**src/rtl/rws_pkg.sv**
```systemverilog
package rws_pkg;

   // ----------------------------------------
   // Register offsets and fields
   // ----------------------------------------
   localparam logic [7:0] ADDR_ENABLE_INDEX  = 8'h6c;
   localparam logic [7:0] ADDR_RUN_CONTROL   = 8'h6f;
   localparam logic [7:0] ADDR_PROGRESS_STAT = 8'h70;

   localparam int BIT_CLOCK_ENABLE    = 8;
   localparam int FLD_WRITE_INDEX_MSB = 4;
   localparam int BIT_CANCEL          = 9;
   localparam int BIT_GO              = 8;
   localparam int FLD_FIRST_INDEX_MSB = 5;
   localparam int FLD_PROGRESS_LSB    = 4;
   localparam int FLD_PROGRESS_MSB    = 9;
   localparam int BIT_RUNNING         = 0;

   localparam logic       RST_CLOCK_ENABLE = 1'b0;
   localparam logic [4:0] RST_WRITE_INDEX  = 5'h00;
   localparam logic       RST_GO           = 1'b0;
   localparam logic [5:0] RST_FIRST_INDEX  = 6'h00;
   localparam logic [5:0] RST_PROGRESS     = 6'h00;

   // ----------------------------------------
   // Index regions
   // ----------------------------------------
   localparam logic [5:0] IDX_RAM_LAST = 6'h1f;
   localparam logic [5:0] IDX_ROM_LAST = 6'h30;

   // ----------------------------------------
   // Timing
   // ----------------------------------------
   localparam int  CLK_FREQ_HZ     = 40_000_000;
   localparam real STEP_UNIT_US    = 62.5;
   localparam int  STEP_UNIT_CYC   = int'(STEP_UNIT_US * real'(CLK_FREQ_HZ) / 1.0e6);
   localparam int  STEP_BASE_UNITS = 8;

   // ----------------------------------------
   // Carriers
   // ----------------------------------------
   typedef struct packed {
      logic       last;       // step_last_flag
      logic [3:0] wait_code;  // step_wait_code
      logic [2:0] width;      // step_field_width, code 0..7 = 1..8 bits
      logic [3:0] start;
      logic [7:0] addr;
      logic [7:0] data;
   } rws_step_t;

   typedef struct packed {
      logic [7:0]  addr;
      logic [15:0] data;
      logic [15:0] mask;
   } rws_ctl_wr_t;

   typedef enum logic [1:0] {
      ST_IDLE  = 2'b00,
      ST_FETCH = 2'b01,
      ST_EXEC  = 2'b10,
      ST_WAIT  = 2'b11
   } rws_state_t;

endpackage

```
**src/rtl/rws_tick_div.sv**
```systemverilog
module rws_tick_div #(
   parameter int DIV = 2500
) (
   input  wire logic i_clk,   // System clock
   input  wire logic i_rst,   // Async reset, high
   input  wire logic i_run,   // Counting allowed
   output logic      o_tick   // One-cycle enable
);
   localparam int W = $clog2(DIV);

   logic [W-1:0] cnt_reg;
   logic [W-1:0] cnt_next;
   logic         tick_next;

   always_comb begin
      cnt_next  = cnt_reg;
      tick_next = 1'b0;
      if (!i_run) begin
         cnt_next = '0;
      end else if (cnt_reg == W'(DIV - 1)) begin
         cnt_next  = '0;
         tick_next = 1'b1;
      end else begin
         cnt_next = cnt_reg + W'(1);
      end
   end

   always_ff @(posedge i_clk or posedge i_rst) begin
      if (i_rst) begin
         cnt_reg <= '0;
         o_tick  <= 1'b0;
      end else begin
         cnt_reg <= cnt_next;
         o_tick  <= tick_next;
      end
   end
endmodule // rws_tick_div

```
**src/rtl/rws_seq_run_ctrl.sv**
```systemverilog
// Notes on behaviour
// Sequencer runs only while its clock enable bit is set; reset value 0.
// Host enables the system clock before using the sequencer.
// Write first-step index, then go bit; sequence starts at that index.
// Consecutive steps execute until a step with its last flag set.
// Go bit clears itself when the sequence finishes.
// Index 0-31 RAM, 32-48 ROM, 49-63 reserved.
// Writing cancel stops the sequence at once, control returns to host.
// Running flag at status bit 0 reads 1 while a sequence executes.
// Host avoids ordinary control register access while running.
// Sequencer registers stay accessible while running.
// Status bits 9:4 show the index of the most recently accessed step.
// After completion the progress index holds the final step index.
// Completion sets the done interrupt flag.
// Done flag raised only together with the not-running state.
// Step last flag stops the sequencer after that step.
// Step time is 62.5 us times (2^wait code + 8).
// Width code 0..7 means 1..8 data bits.
// Host keeps the master clock present while the sequencer is used.
// Cancel clears both running flag and go bit.
module rws_seq_run_ctrl
   import rws_pkg::*;
#(
   parameter int UNIT_CYC = STEP_UNIT_CYC
) (
   input  wire logic               i_clk,                 // System clock, 40 MHz
   input  wire logic               i_rst,                 // Async reset, high
   input  wire logic               i_system_clock_enable, // System clock enabled
   input  wire logic               i_reg_wr,              // Register write strobe
   input  wire logic               i_reg_rd,              // Register read strobe
   input  wire logic [7:0]         i_reg_addr,            // Register address
   input  wire logic [15:0]        i_reg_wdata,           // Register write data
   output logic [15:0]             o_reg_rdata,           // Register read data
   output logic                    o_ctl_blocked,         // Other registers refused
   output logic                    o_step_rd,             // Step memory read
   output logic [5:0]              o_step_index,          // Step memory index
   input  wire rws_pkg::rws_step_t i_step_word,           // Step, sampled in the read cycle
   output logic                    o_ctl_wr,              // Control register write
   output rws_pkg::rws_ctl_wr_t    o_ctl,                 // Address, data, mask
   output logic                    o_seq_done_irq_flag,   // Completion event pulse
   output logic [4:0]              o_seq_write_index      // Programming index
);
   import rws_pkg::*;

   // ----------------------------------------
   // Registers
   // ----------------------------------------
   rws_state_t  state_reg, state_next;
   logic        clk_en_reg, clk_en_next;
   logic [4:0]  wr_idx_reg, wr_idx_next;
   logic        go_reg, go_next;
   logic [5:0]  first_idx_reg, first_idx_next;
   logic [5:0]  progress_reg, progress_next;
   logic        busy_reg, busy_next;
   logic [5:0]  step_idx_reg, step_idx_next;
   rws_step_t   step_reg, step_next;
   logic [15:0] wait_reg, wait_next;
   logic        done_reg, done_next;
   logic        ctl_wr_reg, ctl_wr_next;
   rws_ctl_wr_t ctl_reg, ctl_next;
   logic        step_rd_reg, step_rd_next;
   logic [15:0] rdata_reg, rdata_next;

   logic        run_ok;
   logic        tick;
   logic        wr_en_idx, wr_run, cancel;
   logic [7:0]  low_mask;

   // sequencer clock gate
   // depends on system clock running
   assign run_ok = clk_en_reg & i_system_clock_enable;

   rws_tick_div #(
      .DIV (UNIT_CYC)
   ) u_tick (
      .i_clk  (i_clk),
      .i_rst  (i_rst),
      .i_run  (run_ok && state_reg == ST_WAIT),
      .o_tick (tick)
   );

   assign wr_en_idx = i_reg_wr && i_reg_addr == ADDR_ENABLE_INDEX;
   assign wr_run    = i_reg_wr && i_reg_addr == ADDR_RUN_CONTROL;
   assign cancel    = wr_run && i_reg_wdata[BIT_CANCEL];

   // width code plus one bits
   assign low_mask = 8'hff >> (3'h7 - step_reg.width);

   // ----------------------------------------
   // Register file and sequencer
   // ----------------------------------------
   always_comb begin
      state_next     = state_reg;
      clk_en_next    = clk_en_reg;
      wr_idx_next    = wr_idx_reg;
      go_next        = go_reg;
      first_idx_next = first_idx_reg;
      progress_next  = progress_reg;
      busy_next      = busy_reg;
      step_idx_next  = step_idx_reg;
      step_next      = step_reg;
      wait_next      = wait_reg;
      done_next      = 1'b0;
      ctl_wr_next    = 1'b0;
      ctl_next       = ctl_reg;
      step_rd_next   = 1'b0;
      rdata_next     = rdata_reg;

      // own registers open while running
      if (wr_en_idx) begin
         clk_en_next = i_reg_wdata[BIT_CLOCK_ENABLE];
         wr_idx_next = i_reg_wdata[FLD_WRITE_INDEX_MSB:0];
      end
      if (wr_run) begin
         first_idx_next = i_reg_wdata[FLD_FIRST_INDEX_MSB:0];
         if (i_reg_wdata[BIT_GO]) begin
            go_next = 1'b1;
         end
      end

      if (run_ok) begin
         case (state_reg)
            ST_IDLE: begin
               // start from first-step index
               // index used as given, reserved range is host's duty
               if (go_reg) begin
                  step_idx_next = first_idx_reg;
                  step_rd_next  = 1'b1;
                  busy_next     = 1'b1;
                  state_next    = ST_FETCH;
               end
            end
            ST_FETCH: begin
               // track accessed step
               progress_next = step_idx_reg;
               step_next     = i_step_word;
               state_next    = ST_EXEC;
            end
            ST_EXEC: begin
               ctl_wr_next   = 1'b1;
               ctl_next.addr = step_reg.addr;
               ctl_next.data = 16'({8'h00, step_reg.data & low_mask} << step_reg.start);
               ctl_next.mask = 16'({8'h00, low_mask} << step_reg.start);
               // total step time in units, less one
               wait_next     = 16'((17'h1 << step_reg.wait_code) + 17'(STEP_BASE_UNITS) - 17'h1);
               state_next    = ST_WAIT;
            end
            ST_WAIT: begin
               if (tick) begin
                  if (wait_reg != 16'h0000) begin
                     wait_next = wait_reg - 16'h0001;
                  // last flag ends sequence
                  end else if (step_reg.last) begin
                     // go clears itself
                     // A go written in the finishing cycle wins over the self-clear
                     go_next    = wr_run && i_reg_wdata[BIT_GO];
                     busy_next  = 1'b0;
                     // completion event
                     // raised with busy falling
                     done_next  = 1'b1;
                     state_next = ST_IDLE;
                  end else begin
                     // next consecutive step
                     step_idx_next = step_idx_reg + 6'h01;
                     step_rd_next  = 1'b1;
                     state_next    = ST_FETCH;
                  end
               end
            end
            default: begin
               state_next = ST_IDLE;
            end
         endcase
      end

      // cancel stops at once
      // clears running and go
      if (cancel) begin
         go_next      = 1'b0;
         busy_next    = 1'b0;
         done_next    = 1'b0;
         ctl_wr_next  = 1'b0;
         step_rd_next = 1'b0;
         state_next   = ST_IDLE;
      end

      if (i_reg_rd) begin
         case (i_reg_addr)
            ADDR_ENABLE_INDEX: begin
               rdata_next = 16'({clk_en_reg, 3'h0, wr_idx_reg});
            end
            ADDR_RUN_CONTROL: begin
               rdata_next = 16'({go_reg, 2'h0, first_idx_reg});
            end
            // running flag at bit 0
            // progress index held after finish
            ADDR_PROGRESS_STAT: begin
               rdata_next = 16'({progress_reg, 3'h0, busy_reg});
            end
            default: begin
               rdata_next = 16'h0000;
            end
         endcase
      end
   end

   always_ff @(posedge i_clk or posedge i_rst) begin
      if (i_rst) begin
         state_reg     <= ST_IDLE;
         clk_en_reg    <= RST_CLOCK_ENABLE;
         wr_idx_reg    <= RST_WRITE_INDEX;
         go_reg        <= RST_GO;
         first_idx_reg <= RST_FIRST_INDEX;
         progress_reg  <= RST_PROGRESS;
         busy_reg      <= 1'b0;
         step_idx_reg  <= 6'h00;
         step_reg      <= '0;
         wait_reg      <= 16'h0000;
         done_reg      <= 1'b0;
         ctl_wr_reg    <= 1'b0;
         ctl_reg       <= '0;
         step_rd_reg   <= 1'b0;
         rdata_reg     <= 16'h0000;
      end else begin
         state_reg     <= state_next;
         clk_en_reg    <= clk_en_next;
         wr_idx_reg    <= wr_idx_next;
         go_reg        <= go_next;
         first_idx_reg <= first_idx_next;
         progress_reg  <= progress_next;
         busy_reg      <= busy_next;
         step_idx_reg  <= step_idx_next;
         step_reg      <= step_next;
         wait_reg      <= wait_next;
         done_reg      <= done_next;
         ctl_wr_reg    <= ctl_wr_next;
         ctl_reg       <= ctl_next;
         step_rd_reg   <= step_rd_next;
         rdata_reg     <= rdata_next;
      end
   end

   // refuse other registers while running
   assign o_ctl_blocked       = busy_reg;
   assign o_reg_rdata         = rdata_reg;
   assign o_step_rd           = step_rd_reg;
   assign o_step_index        = step_idx_reg;
   assign o_ctl_wr            = ctl_wr_reg;
   assign o_ctl               = ctl_reg;
   assign o_seq_done_irq_flag = done_reg;
   assign o_seq_write_index   = wr_idx_reg;
endmodule // rws_seq_run_ctrl

```
**config.mk**
```make
export PLATFORM = sky130hd
export DESIGN_NAME = rws_seq_run_ctrl
export DESIGN_NICKNAME = d
export VERILOG_FILES = /design/src/rtl/rws_pkg.sv /design/src/rtl/rws_tick_div.sv /design/src/rtl/rws_seq_run_ctrl.sv
export SDC_FILE = /design/constraint.sdc
export NUM_CORES = 1
export LEC_CHECK = 0
export BUFFER_PORTS_ARGS = -buffer_cell sky130_fd_sc_hd__buf_2
export CAP_MARGIN = 20
export CORE_MARGIN = 2
export CORE_UTILIZATION = 56
export DETAILED_ROUTE_END_ITERATION = 16
export GPL_TIMING_DRIVEN = 0
export PLACE_DENSITY = 0.77
export SETUP_SLACK_MARGIN = 0.3
export SYNTH_ARGS = -nofsm -noshare
export SYNTH_HDL_FRONTEND = slang
export SYNTH_SLANG_ARGS = --single-unit
```
**constraint.sdc**
```tcl
create_clock -name i_clk -period 4.6 [get_ports i_clk]
set_clock_uncertainty 0.1 [all_clocks]
set_input_delay 0.46 -clock i_clk [delete_from_list [all_inputs] [get_ports i_clk]]
set_output_delay 0.46 -clock i_clk [all_outputs]
set_load 0.01 [all_outputs]
```
==> impl_metrics.yaml <==
run_status:
  status: "complete, no violations"
sta:
  fin_ws_ps: 2070
  final.setup.tns_ps: 0
  rsz0062_at_grt: "no"
  fin_hold_ws_ps: 165
  min_period_over_period: 0.551
  finalHoldViolCount: 0
  worstMarginPinSlew_ps: 806
  fin_crit_ps: 2530
  maxSlewViolCount: 0
  maxSlewHeadroom: 0.457
  fmax_ghz: 0.395
  setup_viol: 0
clock_tree:
  root_buffer: "clkbuf_16"
  worstSkewPairLatency_ps: 430
  clk_path_buf_depth: 2
  path_clk_slew_ps: 60
  cts_buffers: 17
  cts_resized: 0
  h-tree-depth: 4
  clock_sinks: 138
  cts_tree: "built"
floorplanning:
  die_w_um: 117
  die_y_um: 117
  dieArea_um2: 13600
  ios: 128
  core_um2: 12500
  start_util: 0.567
  rows: 41
power:
  p_per_area_nw_per_um2: 309
  p_leak_nw: 4.01
  power_mw: 2.62
  irDropWorstVdd_mv: 0.190
layout:
  area_growth_pct: 19.4
  instances_no_fill: 1041
  drive_gt1_frac: 0.252
  nNetsFinal: 926
  fin_area_um2: 8480
  nFillCells: 1064
  diodes: 0
  largest_reg_flops: 40
  fin_util: 0.677
yosys:
  yosys_warnings: 0
  synth-edff-count: 0
  async_reset_ff_frac: 1.00
  synth-simple-area-share: 0.189
  yosys.area_share.adder: 0.0173
  synth.area.top_cells: "dfrtp_1 (49%), mux2_2 (7.6%), nand2_1 (4.9%)"
  synth_ff_type: "dfrtp_1"
  synth_top_family_by_area: "simple AND/OR/NAND/NOR gates"
  muxShareOfSynthArea: 0.0917
  ys_ff_latch: 138
  synthCells: 722
  synth-xor-area-share: 0.0136
  synth_top_area_frac: 0.487
  synth_compound_area_frac: 0.163
  yosysSeqAreaShare: 0.487
  ys_types: 75
  syn_area_um2: 7100
  avgSynthCellArea_um2: 9.83
  synth_top_area_cell: "dfrtp_1"
route:
  first_iter_violations: 525
  drc_errors: 0
  vias_per_cell: 6.02
  vias: 6265
  wl_um: 19600
  first_pass_iters: 5
  drtAntennaViolNets: 0
  wire_per_inst_um: 18.8
setup_path:
  cp-end-kind: "flip-flop"
  path_common_cell: "o21ai_0"
  critPathLaunch: "wait_reg[6]"
  path_class: "flip-flop to flip-flop"
  crit_path_end: "wait_reg[12]"
  r2r_slack_ps: 2070
  startpoint_type: "flip-flop"
  max_stage_delay_ps: 700
  path_cells: "nor4_4 -> nand4_1 -> o21ai_0 -> o21ai_0 -> o311ai_0"
  reg2reg_to: "wait_reg[12]"
  r2r_start: "wait_reg[6]"
  worstPathRequired_ps: 4800
  critPathArrivalTime_ps: 2740
  cp_max_fo: 9
  reg2regPathDepth: 5
  cpMaxStageDelayCell: "o21ai_0"
global_routing:
  grt_usage: 0.300
  antenna_found_initial: 0
  grt-ovfl-total: 0
  grt_max_degree: 85
  grt_pass1_wl_um: 31400
  grt_pass1_vias: 6228
place:
  dp.cells: 1012
  hpwl_um: 14400
  place_area_um2: 7930
  place_ws_ps: 2030
  routabilityCongestion: 0.943
  port-buffer-count: 112
hold_path:
  min_path_type: "input port to flip-flop"
flow_run:
  maxCapViolations: 0
cell families (layout without fill, tap and decap cells):
kind of cell / count (synthesis) / in the layout
flops: 138 / 138
fa+ha+maj: 10 / 10
xor+xnor: 11 / 11
mux: 59 / 59
other cells: 1 / 6
simple gates: 273 / 273
compound gates: 170 / 170
buf+inv: 60 / 202
worst max-delay path: cells and delay by family, from the launching register on:
| family | cells | cell delay (ps) |
|---|---|---|
| AOI/OAI and AO/OA | 3 | 1050 |
| and+or+nand+nor | 2 | 830 |
| DFF | 1 | 430 |
power by group:
part | switching [mW] | internal, mW
Combinational | 0.0663 | 0.0436
Sequential | 0.0127 | 1.23
Clock | 0.498 | 0.769
Total | 0.577 | 2.04
cell usage after synthesis (all sizes together) (3+ instances only):
master / number
ha: 9
nor4b: 3
nor2: 65
a22o: 14
a2bb2oi: 3
a31oi: 5
nor3: 16
clkbuf: 29
a22oi: 8
nand2b: 8
a221o: 6
mux2i: 11
inv: 16
and3: 5
o21a: 3
xor2: 6
o2bb2ai: 4
o221ai: 3
dfrtp: 138
a211oi: 5
a21o: 5
mux2: 48
nor4: 11
nor3b: 4
o21ai: 47
nor2b: 5
buf: 14
nand2: 92
nand3: 30
or3: 7
o211ai: 5
o22ai: 7
nand4: 14
xnor2: 5
a21oi: 36
and2: 5
how the worst min path moves through the flow:
stage                     from               end  slack [ps]  depth (start not counted)
3_5_place_dp      step_reg[10]         o_ctl[34]         360                          2
3_3_place_gp       step_reg[9]         o_ctl[33]         340                          2
4_1_cts         i_reg_wdata[5]  first_idx_reg[5]         160                          2
6_report        i_reg_wdata[5]  first_idx_reg[5]         160                          2
2_1_floorplan      step_reg[8]         o_ctl[32]         330                          2
5_1_grt        i_step_word[12]      step_reg[12]         170                          2
final cells by class:
| cell class | instances | area (um^2) | share of cell area |
|---|---|---|---|
| buffer | 43 | 211 | 0.0249 |
| clock buffer | 20 | 467 | 0.0551 |
| clock inverter | 8 | 73.8 | 0.00871 |
| inverter | 17 | 68.8 | 0.00812 |
| multi-input combinational | 529 | 3390 | 0.400 |
| sequential | 138 | 3450 | 0.407 |
| tap | 172 | 215 | 0.0254 |
| timing repair buffer | 114 | 598 | 0.0706 |
layout by cell type, fill, tap and decap left out, drive strengths merged, types with 7 or more instances in the layout:
cell type  instances
clkbuf            49
nand4             14
nor3              16
o21ai             47
nor4              11
nor2              65
nand2b             8
a22o              14
ha                 9
nand3             30
a22oi              8
o22ai              7
mux2              48
nand2             92
or3                7
dfrtp            138
a21oi             36
mux2i             11
buf              127
inv               16
what timing repair did:
action,4_1_cts,5_1_grt
endpoints found under the setup margin,0,0
hold buffers,1,0
buffers inserted,0,0
hold endpoints to repair,11,0
layer usage:
metal / track usage / vias up / wire (um)
met5: 0 / - / 0
met2: 0.519 / 296 / 9920
li1: - / 2885 / -
met1: 0.364 / 3028 / 7760
met3: 0.0483 / 56 / 1260
met4: 0.152 / 0 / 663
Note: power is estimated with default switching activity, not from simulation.
